--- src/logic/warf_defs.vh ---
// constants for the watchdog and reset-cause flag block
`ifndef WARF_DEFS_VH
`define WARF_DEFS_VH

// register byte offsets on the axi4-lite port
`define WARF_OFF_CTRL 4'h0
`define WARF_OFF_FLAGS 4'h4
`define WARF_OFF_RESTART 4'h8

// watchdog_control field positions
`define WARF_CTRL_TOE 4
`define WARF_CTRL_EN 3
`define WARF_CTRL_SEL_HI 2
`define WARF_CTRL_SEL_LO 0
`define WARF_CTRL_RESET 8'h00

// reset_cause_flags field positions
`define WARF_FLG_SCAN 4
`define WARF_FLG_DOG 3
`define WARF_FLG_BOR 2
`define WARF_FLG_PIN 1
`define WARF_FLG_POR 0

// turn-off window in system clock cycles
`define WARF_TOE_CYCLES 3'h4

// shortest timeout in watchdog oscillator cycles
`define WARF_DOG_BASE 22'h004000
// default start-up length unit in system clock cycles
`define WARF_STARTUP_BASE 20'h00400

// axi response codes
`define WARF_RESP_OKAY 2'h0
`define WARF_RESP_SLVERR 2'h2

`endif

--- src/logic/warf_top.v ---
// watchdog timer, chip reset stretcher, reset-cause flags and bandgap gating
//
// Contract
// - expiry gives one system clock reset pulse
// - pulse falling edge starts reset delay counter
// - clock-select fuses choose start-up timeout length
// - scan reset sets bit 4, cleared por/write0
// - watchdog reset sets bit 3, por/write0 clears
// - brown-out reset sets bit 2, por/write0 clears
// - pin reset sets bit 1, por/write0 clears
// - power-on sets bit 0, only write0 clears
// - bandgap on if brownout, comparator or converter
// - counter advances on watchdog oscillator cycles
// - counter zeroed by restart, disable, chip reset
// - expiry without restart resets the chip
// - control bits 7..5 read as zero
// - turn-off enable self-clears four cycles later
// - enable set by one, cleared only with toe
// - disable needs toe+en write, then en=0
// - period is 16384 shifted by select field
//
// The placing of the registers and the AXI4-Lite interface to the registers were chosen for this implementation.
`timescale 1ns/1ps
`include "warf_defs.vh"

module warf_top #(
  parameter [21:0] DOG_BASE = `WARF_DOG_BASE,
  parameter [19:0] STARTUP_BASE = `WARF_STARTUP_BASE
) (
  input wire i_clk,
  input wire i_rst_n,
  // asynchronous reset sources, active high
  input wire i_poweron_rst,
  input wire i_brownout_rst,
  input wire i_pin_rst,
  input wire i_scan_rst,
  // free-running watchdog oscillator
  input wire i_wdt_osc,
  // static configuration and analog enables
  input wire [3:0] i_clock_select_fuses,
  input wire i_brownout_enable_fuse,
  input wire i_comparator_bandgap_select,
  input wire i_converter_enable,
  // axi4-lite slave
  input wire [3:0] i_awaddr,
  input wire i_awvalid,
  output reg o_awready,
  input wire [31:0] i_wdata,
  input wire [3:0] i_wstrb,
  input wire i_wvalid,
  output reg o_wready,
  output reg [1:0] o_bresp,
  output reg o_bvalid,
  input wire i_bready,
  input wire [3:0] i_araddr,
  input wire i_arvalid,
  output reg o_arready,
  output reg [31:0] o_rdata,
  output reg [1:0] o_rresp,
  output reg o_rvalid,
  input wire i_rready,
  // block outputs
  output reg o_dog_reset,
  output reg o_chip_reset_n,
  output reg o_bandgap_en
);

  // address decode shared by the read and write paths
  function is_mapped;
    input [3:0] addr;
    begin
      is_mapped = (addr == `WARF_OFF_CTRL) || (addr == `WARF_OFF_FLAGS) || (addr == `WARF_OFF_RESTART);
    end
  endfunction

  // start-up length in system cycles from the fuses
  function [19:0] startup_len;
    input [3:0] fuses;
    begin
      startup_len = STARTUP_BASE << fuses[2:0];
    end
  endfunction

  // two-flop synchronisers for the four reset sources and the oscillator
  wire [4:0] async_in;
  reg [4:0] sync1_r;
  reg [4:0] sync2_r;
  assign async_in = {i_wdt_osc, i_scan_rst, i_pin_rst, i_brownout_rst, i_poweron_rst};

  genvar g;
  generate
    for (g = 0; g < 5; g = g + 1) begin : g_sync
      // first stage feeds only the second stage
      always @(posedge i_clk) begin
        if (!i_rst_n) begin
          sync1_r[g] <= 1'b0;
          sync2_r[g] <= 1'b0;
        end else begin
          sync1_r[g] <= async_in[g];
          sync2_r[g] <= sync1_r[g];
        end
      end
    end
  endgenerate

  // synchronised copies by source
  wire por_s = sync2_r[0];
  wire bor_s = sync2_r[1];
  wire pin_s = sync2_r[2];
  wire scan_s = sync2_r[3];
  wire osc_s = sync2_r[4];

  // oscillator rising-edge detect on the synchronised copy
  reg osc_d_r;
  wire osc_tick;
  always @(posedge i_clk) begin
    if (!i_rst_n) begin
      osc_d_r <= 1'b0;
    end else begin
      osc_d_r <= osc_s;
    end
  end
  assign osc_tick = osc_s & ~osc_d_r;

  // bus handshake terms
  wire aw_hs = i_awvalid & o_awready;
  wire w_hs = i_wvalid & o_wready;
  wire b_hs = o_bvalid & i_bready;
  wire ar_hs = i_arvalid & o_arready;
  wire r_hs = o_rvalid & i_rready;

  // write address and data are latched independently, either order
  reg aw_full_r;
  reg w_full_r;
  reg [3:0] aw_addr_r;
  reg [7:0] w_data_r;
  reg w_lane0_r;
  wire wr_fire;
  assign wr_fire = aw_full_r & w_full_r & ~o_bvalid;

  always @(posedge i_clk) begin
    if (!i_rst_n) begin
      aw_full_r <= 1'b0;
      w_full_r <= 1'b0;
      aw_addr_r <= 4'h0;
      w_data_r <= 8'h00;
      w_lane0_r <= 1'b0;
      o_awready <= 1'b1;
      o_wready <= 1'b1;
      o_bvalid <= 1'b0;
      o_bresp <= `WARF_RESP_OKAY;
    end else begin
      if (aw_hs) begin
        aw_full_r <= 1'b1;
        aw_addr_r <= i_awaddr;
        o_awready <= 1'b0;
      end
      if (w_hs) begin
        w_full_r <= 1'b1;
        w_data_r <= i_wdata[7:0];
        w_lane0_r <= i_wstrb[0];
        o_wready <= 1'b0;
      end
      if (wr_fire) begin
        aw_full_r <= 1'b0;
        w_full_r <= 1'b0;
        o_bvalid <= 1'b1;
        o_bresp <= is_mapped(aw_addr_r) ? `WARF_RESP_OKAY : `WARF_RESP_SLVERR;
      end
      // ready returns only after the response is taken
      if (b_hs) begin
        o_bvalid <= 1'b0;
        o_awready <= 1'b1;
        o_wready <= 1'b1;
      end
    end
  end

  // decoded write strobes; byte lane 0 carries all live bits
  wire wr_ctrl = wr_fire & w_lane0_r & (aw_addr_r == `WARF_OFF_CTRL);
  wire wr_flags = wr_fire & w_lane0_r & (aw_addr_r == `WARF_OFF_FLAGS);
  wire wr_restart = wr_fire & (aw_addr_r == `WARF_OFF_RESTART);

  // chip reset is any source, a watchdog pulse, or the stretcher running
  wire src_active;
  reg [19:0] delay_cnt_r;
  assign src_active = por_s | bor_s | pin_s | scan_s | o_dog_reset;

  // stretcher restarts while any source is high, so counting begins
  // on the cycle after the watchdog pulse falls
  always @(posedge i_clk) begin
    if (!i_rst_n) begin
      delay_cnt_r <= 20'h00000;
      o_chip_reset_n <= 1'b0;
    end else if (src_active) begin
      delay_cnt_r <= 20'h00000;
      o_chip_reset_n <= 1'b0;
    end else if (!o_chip_reset_n) begin
      if (delay_cnt_r == startup_len(i_clock_select_fuses) - 20'h00001) begin
        o_chip_reset_n <= 1'b1;
      end else begin
        delay_cnt_r <= delay_cnt_r + 20'h00001;
      end
    end
  end

  // watchdog control: enable, turn-off enable, period select
  reg dog_en_r;
  reg toe_r;
  reg [2:0] toe_cnt_r;
  reg [2:0] sel_r;
  wire chip_in_reset;
  assign chip_in_reset = ~o_chip_reset_n;

  // toe window counts system cycles; a later toe write restarts it
  always @(posedge i_clk) begin
    if (!i_rst_n || chip_in_reset) begin
      dog_en_r <= 1'b0;
      toe_r <= 1'b0;
      toe_cnt_r <= 3'h0;
      sel_r <= 3'h0;
    end else if (wr_ctrl) begin
      sel_r <= w_data_r[`WARF_CTRL_SEL_HI:`WARF_CTRL_SEL_LO];
      // clearing the enable looks at toe as it stood before this write
      if (w_data_r[`WARF_CTRL_EN]) begin
        dog_en_r <= 1'b1;
      end else if (toe_r) begin
        dog_en_r <= 1'b0;
      end
      toe_r <= w_data_r[`WARF_CTRL_TOE];
      toe_cnt_r <= w_data_r[`WARF_CTRL_TOE] ? `WARF_TOE_CYCLES : 3'h0;
    end else if (toe_r) begin
      if (toe_cnt_r == 3'h1) begin
        toe_r <= 1'b0;
        toe_cnt_r <= 3'h0;
      end else begin
        toe_cnt_r <= toe_cnt_r - 3'h1;
      end
    end
  end

  // watchdog counter in oscillator cycles
  reg [21:0] dog_cnt_r;
  wire [21:0] period;
  wire expire;
  assign period = DOG_BASE << sel_r;
  assign expire = dog_en_r & osc_tick & (dog_cnt_r == period - 22'h000001);

  // restart is acted on in the system domain, so no request is lost
  // between oscillator edges
  always @(posedge i_clk) begin
    if (!i_rst_n || chip_in_reset || !dog_en_r || wr_restart) begin
      dog_cnt_r <= 22'h000000;
    end else if (expire) begin
      dog_cnt_r <= 22'h000000;
    end else if (osc_tick) begin
      dog_cnt_r <= dog_cnt_r + 22'h000001;
    end
  end

  // single-cycle pulse; the stretcher then holds the chip in reset
  always @(posedge i_clk) begin
    if (!i_rst_n) begin
      o_dog_reset <= 1'b0;
    end else begin
      o_dog_reset <= expire;
    end
  end

  // reset-cause flags; i_rst_n acts as the power-on level for these,
  // the chip reset above never touches them
  reg scan_flag_r;
  reg dog_flag_r;
  reg bor_flag_r;
  reg pin_flag_r;
  reg por_flag_r;

  // set beats a software clear in the same cycle
  always @(posedge i_clk) begin
    if (!i_rst_n) begin
      scan_flag_r <= 1'b0;
      dog_flag_r <= 1'b0;
      bor_flag_r <= 1'b0;
      pin_flag_r <= 1'b0;
      por_flag_r <= 1'b1;
    end else begin
      if (por_s) begin
        scan_flag_r <= 1'b0;
        dog_flag_r <= 1'b0;
        bor_flag_r <= 1'b0;
        pin_flag_r <= 1'b0;
      end else begin
        if (scan_s) begin
          scan_flag_r <= 1'b1;
        end else if (wr_flags && !w_data_r[`WARF_FLG_SCAN]) begin
          scan_flag_r <= 1'b0;
        end
        if (o_dog_reset) begin
          dog_flag_r <= 1'b1;
        end else if (wr_flags && !w_data_r[`WARF_FLG_DOG]) begin
          dog_flag_r <= 1'b0;
        end
        if (bor_s) begin
          bor_flag_r <= 1'b1;
        end else if (wr_flags && !w_data_r[`WARF_FLG_BOR]) begin
          bor_flag_r <= 1'b0;
        end
        if (pin_s) begin
          pin_flag_r <= 1'b1;
        end else if (wr_flags && !w_data_r[`WARF_FLG_PIN]) begin
          pin_flag_r <= 1'b0;
        end
      end
      // only a software zero clears the power-on flag
      if (por_s) begin
        por_flag_r <= 1'b1;
      end else if (wr_flags && !w_data_r[`WARF_FLG_POR]) begin
        por_flag_r <= 1'b0;
      end
    end
  end

  // read data assembly; upper bits and reserved bits read zero
  reg [31:0] rd_word;
  always @* begin
    rd_word = 32'h00000000;
    case (i_araddr)
      `WARF_OFF_CTRL: rd_word = {24'h000000, 3'h0, toe_r, dog_en_r, sel_r};
      `WARF_OFF_FLAGS: rd_word = {24'h000000, 3'h0, scan_flag_r, dog_flag_r, bor_flag_r, pin_flag_r, por_flag_r};
      default: rd_word = 32'h00000000;
    endcase
  end

  // read channel: one outstanding read, answer one cycle after address
  always @(posedge i_clk) begin
    if (!i_rst_n) begin
      o_arready <= 1'b1;
      o_rvalid <= 1'b0;
      o_rdata <= 32'h00000000;
      o_rresp <= `WARF_RESP_OKAY;
    end else begin
      if (ar_hs) begin
        o_arready <= 1'b0;
        o_rvalid <= 1'b1;
        o_rdata <= rd_word;
        o_rresp <= is_mapped(i_araddr) ? `WARF_RESP_OKAY : `WARF_RESP_SLVERR;
      end else if (r_hs) begin
        o_rvalid <= 1'b0;
        o_arready <= 1'b1;
      end
    end
  end

  // reference gating; software still owns the start-up wait
  always @(posedge i_clk) begin
    if (!i_rst_n) begin
      o_bandgap_en <= 1'b0;
    end else begin
      o_bandgap_en <= i_brownout_enable_fuse | i_comparator_bandgap_select | i_converter_enable;
    end
  end

endmodule

--- config.mk ---
export PLATFORM = sky130hd
export DESIGN_NAME = warf_top
export DESIGN_NICKNAME = d
export VERILOG_FILES = /design/src/logic/warf_top.v
export VERILOG_INCLUDE_DIRS = /design/src /design/src/logic
export SDC_FILE = /design/constraint.sdc
export NUM_CORES = 1
export LEC_CHECK = 0
export BUFFER_PORTS_ARGS = -buffer_cell sky130_fd_sc_hd__buf_2
export CORE_UTILIZATION = 54
export CTS_BUF_LIST = sky130_fd_sc_hd__clkbuf_16
export CTS_CLUSTER_DIAMETER = 30
export DETAILED_ROUTE_END_ITERATION = 8
export GPL_ROUTABILITY_DRIVEN = 0
export PLACE_DENSITY = 0.79
export SLEW_MARGIN = 20
export SYNTH_ARGS = -nofsm -noshare
export SYNTH_HDL_FRONTEND = slang
export SYNTH_SLANG_ARGS = --single-unit
--- constraint.sdc ---
create_clock -name i_clk -period 4.3 [get_ports i_clk]
set_input_delay 0.86 -clock i_clk [delete_from_list [all_inputs] [get_ports i_clk]]
set_output_delay 0.86 -clock i_clk [all_outputs]
set_load 0.005 [all_outputs]
# == Yosys cells after proc, flatten, opt, wreduce, memory -nomap -nowiden ==
# Index checks and enable logic that the tools add are counted.
# word_totals
regBits,122
inputBits,63
out_inout_bits,44
word_cells,138
# classes
n_addsub,5
eq_ne,7
shift,2
muxes,26
bitwise,25
reduce_logical,35
# ops
operator,n
$add A22 B1 Y22 const B,1
$eq A22 B22 Y1,1
$shl A15 B3 Y22 const A,1
$sub A22 B1 Y22 const B,1
$add A20 B1 Y20 const B,1
$eq A20 B20 Y1,1
$shl A11 B3 Y20 const A,1
$sub A20 B1 Y20 const B,1
$mux W1,19
$and A1 B1 Y1,14
$reduce_bool A2 Y1,7
$mux W3,4
$pmux W5 S2,1
$reduce_or A2 Y1,5
$eq A4 B3 Y1 const B,2
$eq A4 B4 Y1 const B,2
$logic_not A4 Y1,2
$logic_not A1 Y1,7
$logic_or A1 B1 Y1,7
$or A1 B1 Y1,6
$logic_and A1 B1 Y1,5
$not A1 Y1,5
$mux W2,2
$reduce_and A2 Y1,2
other kinds (2),2

# == Depth between registers and ports, before layout ==
# Gate-level depths: netlist (run 1).
# depth
word_depth,7
mapped_depth,12
ltp_nobuf,9

# == Least setup slack after synthesis (run 1) ==
# Ideal clock, no wire load.
# synth_path
path_type,input-to-reg
from,in i_clock_select_fuses[2]
to,reg delay_cnt_r[10]
setup_time_ps,132
t_arrival_ps,3333
t_required_ps,4168
setup_slack_ps,834
path_stages,10
path_buffers,2
path_cell_list,buf_2 > or3_1 > ha_1 > xnor2_1 > or4_1 > or4_4 > a2111oi_4 > clkbuf_2 > or4_1 > a21oi_1
# synth_between
elab_chain_cells,5
# synth_lines
item,line_no,rtl
start: declaration,warf_top.v:40,"input wire [3:0] i_clock_select_fuses,"
$shl A11 B3 Y20,warf_top.v:80,startup_len = STARTUP_BASE << fuses[2:0];
$sub A20 B1 Y20,warf_top.v:199,if (delay_cnt_r == startup_len(i_clock_select_fuses) - 20'h00001) begin
$eq A20 B20 Y1,warf_top.v:199,
$not A1 Y1 (no line),-,
$reduce_and A2 Y1 (no line),-,
end signal: assignment,warf_top.v:202,delay_cnt_r <= delay_cnt_r + 20'h00001;
end: declaration,warf_top.v:186,reg [19:0] delay_cnt_r;
# No other way between the ends.
# A chain may end at the register's enable or synchronous reset.

# == Final worst setup path (run 1) ==
# layout_path
from,in i_clock_select_fuses[2]
to,reg delay_cnt_r[11]
# The elaborated chain is that of the path after synthesis.

==> results of run 1 <==
## cell families after synthesis
| kind of cell | synth area share (%) |
|---|---|
| AO/OA/AOI/OAI | 14.0 |
| XOR/XNOR | 5.21 |
| adder cells (fa/ha/maj) | 1.65 |
| buffers and inverters | 8.85 |
| flip-flops | 41.0 |
| multiplexers | 2.67 |
| other | 0.0826 |
| AND/OR/NAND/NOR | 26.5 |
## layout by cell type, fill, tap and decap left out, drive strengths merged, types with 11 or more instances in the layout
cell   count
nand2     36
or3       19
nand3     23
inv       20
and2      14
o21ai     29
a21oi     48
conb      29
nor3      32
dfxtp     93
xnor2     18
mux2i     11
buf       48
nor2      44
## where the power goes
group	internal, uW	switching [uW]
Sequential	881	16.3
Clock	401	348
Combinational	38.7	57.3
Total	1320	422
## how the worst max path moves through the flow
| stage | startpoint | endpoint | slack (ns) | cells past startpoint |
|---|---|---|---|---|
| after detailed placement | i_clock_select_fuses[2] | delay_cnt_r[9]$_SDFFE_PP0P_ | 0.61 | 9 |
| after floorplan | i_clock_select_fuses[2] | delay_cnt_r[10]$_SDFFE_PP0P_ | 0.83 | 10 |
| after CTS | i_clock_select_fuses[2] | delay_cnt_r[11]$_SDFFE_PP0P_ | 0.94 | 9 |
| final | i_clock_select_fuses[2] | delay_cnt_r[11]$_SDFFE_PP0P_ | 0.90 | 9 |
| after global placement | i_clock_select_fuses[2] | delay_cnt_r[7]$_SDFFE_PP0P_ | 0.65 | 9 |
| after global routing | i_clock_select_fuses[2] | delay_cnt_r[8]$_SDFFE_PP0P_ | 0.80 | 10 |
## registers in the layout, summed over array words and instances, names as in the netlist, 3 cells and up
name / count
aw_addr_r: 4
delay_cnt_r: 20
dog_cnt_r: 22
o_rdata: 5
sel_r: 3
sync1_r: 5
toe_cnt_r: 3
w_data_r: 5
## metal layers
layer / vias to the layer above / track usage, %
li1: 1921 / -
met5: - / 0
met3: 15 / 4.13
met2: 118 / 38.2
met4: 0 / 7.82
met1: 1762 / 28.6
## through the flow
step | cell area, um^2 | std cells | utilization (%)
3_5_place_dp | 4690 | 668 | 57.3
3_3_place_gp | 4690 | 668 | 57.3
5_1_grt | 4970 | 684 | 60.8
6_report | 4970 | 684 | 60.8
2_1_floorplan | 4640 | 570 | -
4_1_cts | 4970 | 684 | 60.8
## cell type report
cell class,instances,area (um^2),area share (%)
timing repair buffer,48,245,4.93
inverter,17,63.8,1.28
clock inverter,7,58.8,1.18
multi-input combinational,405,2390,48.0
tap,105,131,2.64
sequential,93,1860,37.4
clock buffer,9,225,4.53
==> impl_results.md, run 1 <==
* Status: finished, final reports clean
* Final worst slack at 0.897 ns
* Worst setup EP type: flip-flop
* Vias in the first global route at 3448
* CTS tree: done
* Hold Path Origin: sync1_r[4]$_SDFF_PN0_
* ANT nets after route at 0
* Core Box Area at 8180 um^2
* Critical Path RT at 4.55 ns
* Wire length on met3 at 389 um
* Count leader, synth: dfxtp_1
* Slowest cell delay on critical path at 0.58 ns
* RR Endpoint: o_dog_reset$_SDFF_PN0_
* Largest cells by area after synthesis: dfxtp_1 (41%), a21oi_1 (5.3%), buf_4 (4.8%)
* Fraction of registers with async set/reset at 0%
* WP buf/inv at 1
* Kind of critical path: input port to flip-flop
* Synth area leader: dfxtp_1
* Synth top cells by count: dfxtp_1 (93), a21oi_1 (48), nor2_1 (43)
* DR pass1 iterations at 5
* RSZ-0062 raised after global routing: false
* Seq cells post-synth at 93
* Initial antenna violation count at 0
* Maximum vdd drop at 255 uV
* Arrival @ worst endpoint at 3.65 ns
* Post-CTS setup buffers at 0
* Dpl hpwl at 6.41 mm
* Num CTS Buffers at 9
* Final worst-path cycle share at 79.1%
* IO Count at 107
* Syn avg cell area at 8.37 um^2
* Worst Hold Path EP: osc_s$_SDFF_PN0_
* WHS at 0.436 ns
* Die Height at 93.7 um
* CP Max Fanout at 10
* WL/cell at 13.3 um
* Global route total overflow at 0
* Clk sinks at 93
* Post-synth top area share at 41.0%
* CP max stage cell: a2111oi_2
* Max Buffers Root-to-Sink at 2
* Post-layout min period at 3.40 ns
* Clock latency at the later pin of the worst-skew pair at 0.34 ns
* Worst Max-Slew Pin Slew at 1.04 ns
* Clock Skew at 0.00704 ns
* RR Startpoint: sel_r[0]$_SDFFE_PP0P_
* Sequential fraction of the synthesis area at 41.0%
* CP Launch Type: input port
* Min-Delay Path Class: flip-flop to flip-flop
* First-pass GRT wire length at 15.7 mm
* Area Growth Syn to Fin at 9.57%
* Pre-CTS setup slack at 0.609 ns
* Reg2reg setup slack at 1.48 ns
* Max_cap viols at 0
* Drt via density at 5.58
* Number of synthesis warnings at 0
* Fraction of layout cells with a size suffix above 1 at 12.6%
* Leakage at 0.00178 uW
* Total power at 1740 uW
* Initial DRC Count at 215
* # rows at 33
* Setup_tns at 0 ns
* Yosys cell types at 57
* Post-synth EDFFs at 0
* # fillers at 684
* Worst-path clk slew at 0.07 ns
* Vias at 3816
* Most used flip-flop cell after synthesis: dfxtp_1
* Die ar. at 8770 um^2
* Top Metal Used: met4
* Largest net degree at the start of global routing at 34
* CP cell instances: buf_2, or3_1, ha_1, xnor2_1, or4_1, or4_4, a2111oi_2, o31ai_1, a21oi_1
* Mapped Cells at 542
* WL met1 at 4.16 mm
* WL met2 at 4.41 mm
* Final Hold Vio Count at 0
* Final WL at 9.07 mm
* # setup viols final at 0
* R2R depth at 8
* CTS resizes at 0
* Max-slew violations at 0
* Cts hold-fix bufs at 0
* Syn Std Cell Area at 4540 um^2
* H-tree depth at 3
* Root Driver: clkbuf_16
* CP delay by family, top: simple AND/OR/NAND/NOR gates
* Max_slew headroom at 30.5%
* Fmax at 294 MHz
* Nets@finish at 643
* Die extent in x at 93.7 um
* Drc violations at 0
* IO Port Bufs at 46
* Initial Utilization at 55.5%
* Tot GR Track Use at 22.5%
* Power density cells at 350 nW/um^2
* Worst hold stages at 1
* Diodes inserted at 0
Power figures use the tool's default switching activity.
==> inputs of run 2 (changes only) <==
Settings changed: CORE_UTILIZATION 54 to 49, PLACE_DENSITY 0.79 to 0.76.
Clock period 4.3 ns to 2.8 ns, I/O delays scaled along.
==> run 2 against run 1 <==
Net effect:
- critical path depth increased by 2
- worst hold slack got worse by 0.011 ns
- critical path type unchanged
- the flow now finishes with violations (negative setup slack)
- clock skew increased by 0.00065 ns
- non-clock buffer count increased by 19
- flip-flop and latch count unchanged
- final area increased by 6.2%
- clock-buffer cell count unchanged
- combinational power increased by 77%
- wire length increased by 9.3%
- largest power group unchanged
- via count increased by 2.4%
- register-to-register slack got worse by 1.1 ns
==> impl_results.md, run 2 (synthesized netlist as in run 1, its figures left out) <==
* WL/cell at 14.1 um (was 13.3 um)
* Sw Share at 23.1% (was 24.2%)
* Combinational Power Share at 6.5% (was 5.5%)
* # rows at 34 (was 33)
* Nets@finish at 662 (was 643)
* Max-slew violations at 0 (unchanged)
* Largest register FFs at 22 (unchanged)
* Post-layout min period at 2.89 ns
* Initial antenna violation count at 0 (unchanged)
* Tot GR Track Use at 20.3% (was 22.5%)
* CP cell instances: buf_6, or3_4, ha_4, xnor2_2, or4_1, or4_4, a2111oi_4, buf_6, clkbuf_16, o21ai_0, a21oi_1 (was buf_2, or3_1, ha_1, xnor2_1, or4_1, or4_4, a2111oi_2, o31ai_1, a21oi_1)
* First-pass GRT wire length at 16.1 mm (was 15.7 mm)
* Top Registers: dog_cnt_r: 22 flops, delay_cnt_r: 20 flops (unchanged)
* ANT nets after route at 0 (unchanged)
* Vias in the first global route at 3553 (was 3448)
* Kind of critical path: input port to flip-flop (unchanged)
* CTS tree: done (unchanged)
* CP Launch Type: input port (unchanged)
* Vias at 3909 (was 3816)
* Drc violations at 0 (unchanged)
* Commonest non-fill, non-tap cell in the layout: dfxtp_1 (unchanged)
* Final worst-path cycle share at 103%
* Dpl hpwl at 6.57 mm (was 6.41 mm)
* CP Max Fanout at 16 (was 10)
* Arrival @ worst endpoint at 3.15 ns (was 3.65 ns)
* P_sw at 608 uW (was 422 uW)
* Fmax at 346 MHz
* Worst path depth at 11 (was 9)
* Initial DRC Count at 185 (was 215)
* DR pass1 iterations at 7 (was 5)
* Fraction of layout cells with a size suffix above 1 at 17.8% (was 12.6%)
* Slowest cell delay on critical path at 0.44 ns (was 0.58 ns)
* Worst Max-Slew Pin Slew at 0.576 ns (was 1.04 ns)
* Max Buffers Root-to-Sink at 2 (unchanged)
* Min-Delay Path Class: input port to flip-flop (was flip-flop to flip-flop)
* Largest net degree at the start of global routing at 34 (unchanged)
* Placed Instances at 685 (was 668)
* Clk pwr share at 41.2% (was 43.0%)
* Num CTS Buffers at 9 (unchanged)
* Final Hold Vio Count at 0 (unchanged)
* Most frequent cells in the layout: dfxtp_1 (93), buf_2 (45), a21oi_1 (44) (was dfxtp_1 (93), a21oi_1 (48), buf_2 (46))
* Clock latency at the later pin of the worst-skew pair at 0.34 ns (about the same)
* Status: finished with violations (was finished, final reports clean)
* Failing checks: negative setup slack
* R2R depth at 9 (was 8)
* # setup viols final at 17 (was 0)
* Root Driver: clkbuf_16 (unchanged)
* H-tree depth at 3 (unchanged)
* Worst setup EP type: flip-flop (unchanged)
* WP buf/inv at 3 (was 1)
* Cts hold-fix bufs at 0 (unchanged)
* Drt via density at 5.54 (was 5.58)
* Diodes inserted at 0 (unchanged)
* Die extent in x at 98.2 um (was 93.7 um)
* CP max stage cell: or4_4 (was a2111oi_2)
* Seq pwr share at 52.4% (was 51.5%)
* Initial Utilization at 51.3% (was 55.5%)
* Area Growth Syn to Fin at 16.3% (was 9.57%)
* Worst hold stages at 2 (was 1)
* Critical Path RT at 3.06 ns (was 4.55 ns)
* IO Count at 107 (unchanged)
* Reg2reg setup slack at 0.36 ns (was 1.48 ns)
* Leakage at 0.00192 uW (was 0.00178 uW)
* Maximum vdd drop at 323 uV (was 255 uV)
* Global route total overflow at 0 (unchanged)
* Cell mode on critical path: buf_6
* Final WL at 9.91 mm (was 9.07 mm)
* Clk sinks at 93 (unchanged)
* Final worst slack at -0.0869 ns (was 0.897 ns)
* Die Height at 98.2 um (was 93.7 um)
* Max_cap viols at 0 (unchanged)
* Power density cells at 499 nW/um^2 (was 350 nW/um^2)
* CP delay by family, top: simple AND/OR/NAND/NOR gates (unchanged)
* Die ar. at 9650 um^2 (was 8770 um^2)
* Most flop-heavy register: dog_cnt_r (unchanged)
* Core Box Area at 8850 um^2 (was 8180 um^2)
* Clock Skew at 0.00768 ns (was 0.00704 ns)
* P_int at 2020 uW (was 1320 uW)
* IO Port Bufs at 46 (unchanged)
* Max_slew headroom at 61.5% (was 30.5%)
* RSZ-0062 raised after global routing: true (was false)
* Worst-path clk slew at 0.07 ns (about the same)
* Final Non-Filler Cells at 705 (was 684)
* Setup_tns at -0.916 ns (was 0 ns)
==> run 2: path summary, 6_finish.rpt <==
check                     startpoint                      endpoint
max          i_clock_select_fuses[2]  delay_cnt_r[14]$_SDFFE_PP0P_
min                    i_poweron_rst         sync1_r[0]$_SDFF_PN0_
max reg2reg    sel_r[0]$_SDFFE_PP0P_        o_dog_reset$_SDFF_PN0_
min reg2reg    sync1_r[3]$_SDFF_PN0_             scan_s$_SDFF_PN0_
==> run 2: final cells by class <==
class	count	area [um^2]
Clock buffer	9	225
Clock inverter	6	40.0
Fill cell	768	3570
Inverter	17	63.8
Multi-Input combinational cell	405	2490
Sequential cell	93	1860
Tap cell	108	135
Timing Repair Buffer	67	467
==> run 2: power by group through the flow <==
stage / combinational, uW / sequential [uW] / clock (uW)
after floorplan: 131 / 1400 / 0
final: 170 / 1380 / 1080
after global placement: 153 / 1410 / 0
after global routing: 191 / 1380 / 1150
after detailed placement: 158 / 1410 / 0
after CTS: 159 / 1380 / 1110
==> run 2: per-layer routing <==
layer | share of wire, % | GRT usage (%) | wire [um] | vias to the layer above
met4 | 1.9 | 6.66 | 191 | 0
met1 | 44 | 25.8 | 4370 | 1833
met5 | 0 | 0 | 0 | -
met3 | 4.8 | 4.65 | 471 | 14
met2 | 49 | 34.0 | 4880 | 105
li1 | - | - | - | 1957
==> run 2: through the flow <==
step           utilization (%)  area, um^2  total power [uW]  hold WS, ns  worst slack, ns
3_3_place_gp              54.4        4810              1560        0.414           -0.315
6_report                  59.7        5280              2630        0.425          -0.0869
2_1_floorplan                -        4660              1530        0.409           -0.325
5_1_grt                   59.7        5280              2720        0.417           -0.140
4_1_cts                   57.4        5080              2640        0.416          0.00289
3_5_place_dp              54.4        4810              1570        0.424           -0.350
==> run 2: timing repair <==
item | CTS | global route
pin swaps | 0 | 5
resized for setup | 1 | 23
endpoints found under the setup margin | 1 | 21
setup buffers | 0 | 2
gates cloned | 0 | 3
==> inputs of run 3 (changes only) <==
Settings changed: GPL_TIMING_DRIVEN from default to 0, REMOVE_ABC_BUFFERS from default to 1.
==> run 3 against run 2 <==
Net effect:
- the run ends with design-rule violations, negative setup slack left
- register-to-register slack lost 0.16 ns
- setup slack gained 0.040 ns
- non-clock buffer count shrank 7
- clock skew grew 0.0025 ns
- clock power grew 18%
- clock-buffer cell count is the same
- sequential power is essentially flat
- sequential share of layout area shrank 0.13 points
- combinational power shrank 2%
- die area is the same
- worst hold slack is essentially flat
- largest cell class unchanged
- largest power group unchanged
- highest routed layer unchanged
==> impl_results.md, run 3 (synthesized netlist as in run 1, its figures left out) <==
* Initial Utilization at 51.3% (unchanged)
* Drc violations at 7 (was 0)
* Num CTS Buffers at 9 (unchanged)
* Arrival @ worst endpoint at 3.03 ns (was 3.15 ns)
* Min-Delay Path Class: input port to flip-flop (unchanged)
* Reg2reg setup slack at 0.20 ns (was 0.36 ns)
* Drt via density at 5.58 (was 5.54)
* P_sw at 671 uW (was 608 uW)
* DR pass1 iterations at 7 (unchanged)
* Vias in the first global route at 3600 (was 3553)
* Combinational Power Share at 5.9% (was 6.5%)
* WL/cell at 13.6 um (was 14.1 um)
* Initial antenna violation count at 0 (unchanged)
* Seq pwr share at 48.9% (was 52.4%)
* Top Registers: dog_cnt_r: 22 flops, delay_cnt_r: 20 flops (unchanged)
* Worst setup EP type: flip-flop (unchanged)
* Final WL at 9.54 mm (was 9.91 mm)
* Failing checks: design-rule violations, negative setup slack (was negative setup slack)
* WL met1 at 4.33 mm (was 4.37 mm)
* Final Hold Vio Count at 0 (unchanged)
* Area Growth Syn to Fin at 16.8% (was 16.3%)
* # fillers at 766 (was 768)
* Wire length on met3 at 297 um (was 471 um)
* Dpl hpwl at 6.46 mm (was 6.57 mm)
* H-tree depth at 3 (unchanged)
* CP Max Fanout at 5 (was 16)
* Area of the multi-input gates at 2500 um^2 (was 2490 um^2)
* Diodes inserted at 0 (unchanged)
* Worst hold stages at 3 (was 2)
* First-pass GRT wire length at 15.7 mm (was 16.1 mm)
* Clk pwr share at 45.2% (was 41.2%)
* Fraction of layout cells with a size suffix above 1 at 16.8% (was 17.8%)
* Worst-path clk slew at 0.07 ns (about the same)
* Status: finished with violations (unchanged)
* Max Buffers Root-to-Sink at 2 (unchanged)
* Clk sinks at 93 (unchanged)
* Clock latency at the later pin of the worst-skew pair at 0.34 ns (about the same)
* RR Startpoint: sel_r[0]$_SDFFE_PP0P_ (unchanged)
* Most flop-heavy register: dog_cnt_r (unchanged)
* P_int at 2140 uW (was 2020 uW)
* IO Port Bufs at 46 (unchanged)
* Commonest non-fill, non-tap cell in the layout: dfxtp_1 (unchanged)
* # rows at 34 (unchanged)
* Worst Max-Slew Pin Slew at 0.762 ns (was 0.576 ns)
* CP Launch Type: input port (unchanged)
* Max_cap viols at 0 (unchanged)
* Maximum vdd drop at 313 uV (was 323 uV)
* IO Count at 107 (unchanged)
* Post-layout min period at 2.85 ns (was 2.89 ns)
* Die ar. at 9650 um^2 (unchanged)
* Largest register FFs at 22 (unchanged)
* Max-slew violations at 0 (unchanged)
* Kind of critical path: input port to flip-flop (unchanged)
* Fmax at 351 MHz (was 346 MHz)
* R2R depth at 9 (unchanged)
* Root Driver: clkbuf_16 (unchanged)
* Nets@finish at 655 (was 662)
* Worst Hold Path EP: o_bandgap_en$_SDFF_PN0_ (was sync1_r[0]$_SDFF_PN0_)
* WL met2 at 4.77 mm (was 4.88 mm)
* RR Endpoint: dog_cnt_r[17]$_SDFFE_PP0P_ (was o_dog_reset$_SDFF_PN0_)
* Die extent in x at 98.2 um (unchanged)
* Final Non-Filler Cells at 699 (was 705)
* Tot GR Track Use at 19.7% (was 20.3%)
* RSZ-0062 raised after global routing: true (unchanged)
* Most frequent cells in the layout: dfxtp_1 (93), a21oi_1 (46), buf_2 (44) (was dfxtp_1 (93), buf_2 (45), a21oi_1 (44))
* Clock Skew at 0.0102 ns (was 0.00768 ns)
* # setup viols final at 18 (was 17)
* Critical Path RT at 2.99 ns (was 3.06 ns)
* Placed Instances at 672 (was 685)
* Largest net degree at the start of global routing at 24 (was 34)
* Hold Path Origin: i_converter_enable (was i_poweron_rst)
* Top Metal Used: met4 (unchanged)
* Max_slew headroom at 49.1% (was 61.5%)
* Die Height at 98.2 um (unchanged)
* Setup_tns at -0.298 ns (was -0.916 ns)
* Final worst-path cycle share at 102% (was 103%)
* Sw Share at 23.9% (was 23.1%)
* Global route total overflow at 0 (unchanged)
* CTS tree: done (unchanged)
* Power density cells at 531 nW/um^2 (was 499 nW/um^2)
* Cts hold-fix bufs at 0 (unchanged)
* Leakage at 0.00191 uW (was 0.00192 uW)
* Core Box Area at 8850 um^2 (unchanged)
* Final worst slack at -0.0465 ns (was -0.0869 ns)
* Register Area at 1860 um^2 (unchanged)
* Vias at 3900 (was 3909)
* ANT nets after route at 0 (unchanged)
* Initial DRC Count at 163 (was 185)
[run 3: changes by cell type in the layout (fill, tap and decap cells not counted), sizes merged]
| cell | change |
|---|---|
| buf | -4 |
| bufinv | +1 |
| clkbuf | -3 |
| clkinv | -3 |
| inv | +2 |
| clkinvlp | +1 |
[run 3: power by group through the flow]
stage	clock, uW	combinational [uW]	sequential [uW]
after CTS	1290	153	1380
after global placement	0	141	1400
after detailed placement	0	146	1410
after floorplan	0	86.7	1400
final	1270	166	1380
after global routing	1350	187	1380
[run 3: metal layers]
layer  vias to the layer above  GRT usage [%]
met5                         -              0
met4                         0           7.58
met3                        14           4.29
met2                        79           33.8
met1                      1854           24.3
li1                       1953              -
[run 3: how the worst max path moves through the flow]
stage,from,end,slack [ns],cells past startpoint
finish,i_clock_select_fuses[2],delay_cnt_r[12]$_SDFFE_PP0P_,-0.05,11
global route,i_clock_select_fuses[2],delay_cnt_r[12]$_SDFFE_PP0P_,-0.13,11
CTS,i_clock_select_fuses[2],delay_cnt_r[12]$_SDFFE_PP0P_,-0.16,11
detailed placement,i_clock_select_fuses[2],delay_cnt_r[12]$_SDFFE_PP0P_,-0.84,10
global placement,i_clock_select_fuses[2],delay_cnt_r[16]$_SDFFE_PP0P_,-1.06,9
floorplan,i_clock_select_fuses[2],delay_cnt_r[15]$_SDFFE_PP0P_,-0.54,8
[run 3: timing repair]
item | CTS | global route
setup endpoints to repair | 32 | 35
buffers inserted | 5 | 4
gates resized for setup | 26 | 22
endpoints found under the hold margin | 0 | 0
pin swaps | 13 | 17
cloned | 3 | 0
[run 3: worst max-delay path: stages]
cell and delay [ns]:
buf_12 0.10, or3_4 0.38, ha_4 0.23, xnor2_2 0.12, or4_1 0.39, or4_4 0.53
a2111oi_4 0.21, buf_6 0.20, buf_4 0.14, or3_1 0.10, a21oi_1 0.07
[run 3: cell type report]
cell class                      count  area share, %
Inverter                           17           1.20
Sequential cell                    93           35.1
Multi-Input combinational cell    405           47.1
Timing Repair Buffer               60           8.00
Clock inverter                      7           1.72
Tap cell                          108           2.55
Clock buffer                        9           4.25
[run 3: stage by stage]
stage                     util, %  instance area [um^2]  hold WS, ns  setup WS (ns)  power [uW]
after detailed placement     53.2                  4710        0.421         -0.840        1550
after global placement       52.8                  4670        0.420          -1.06        1550
after CTS                    58.3                  5160        0.419         -0.163        2810
after global routing         59.9                  5300        0.426         -0.134        2920
final                        59.9                  5300        0.425        -0.0465        2810
after floorplan                 -                  4310        0.409         -0.538        1490
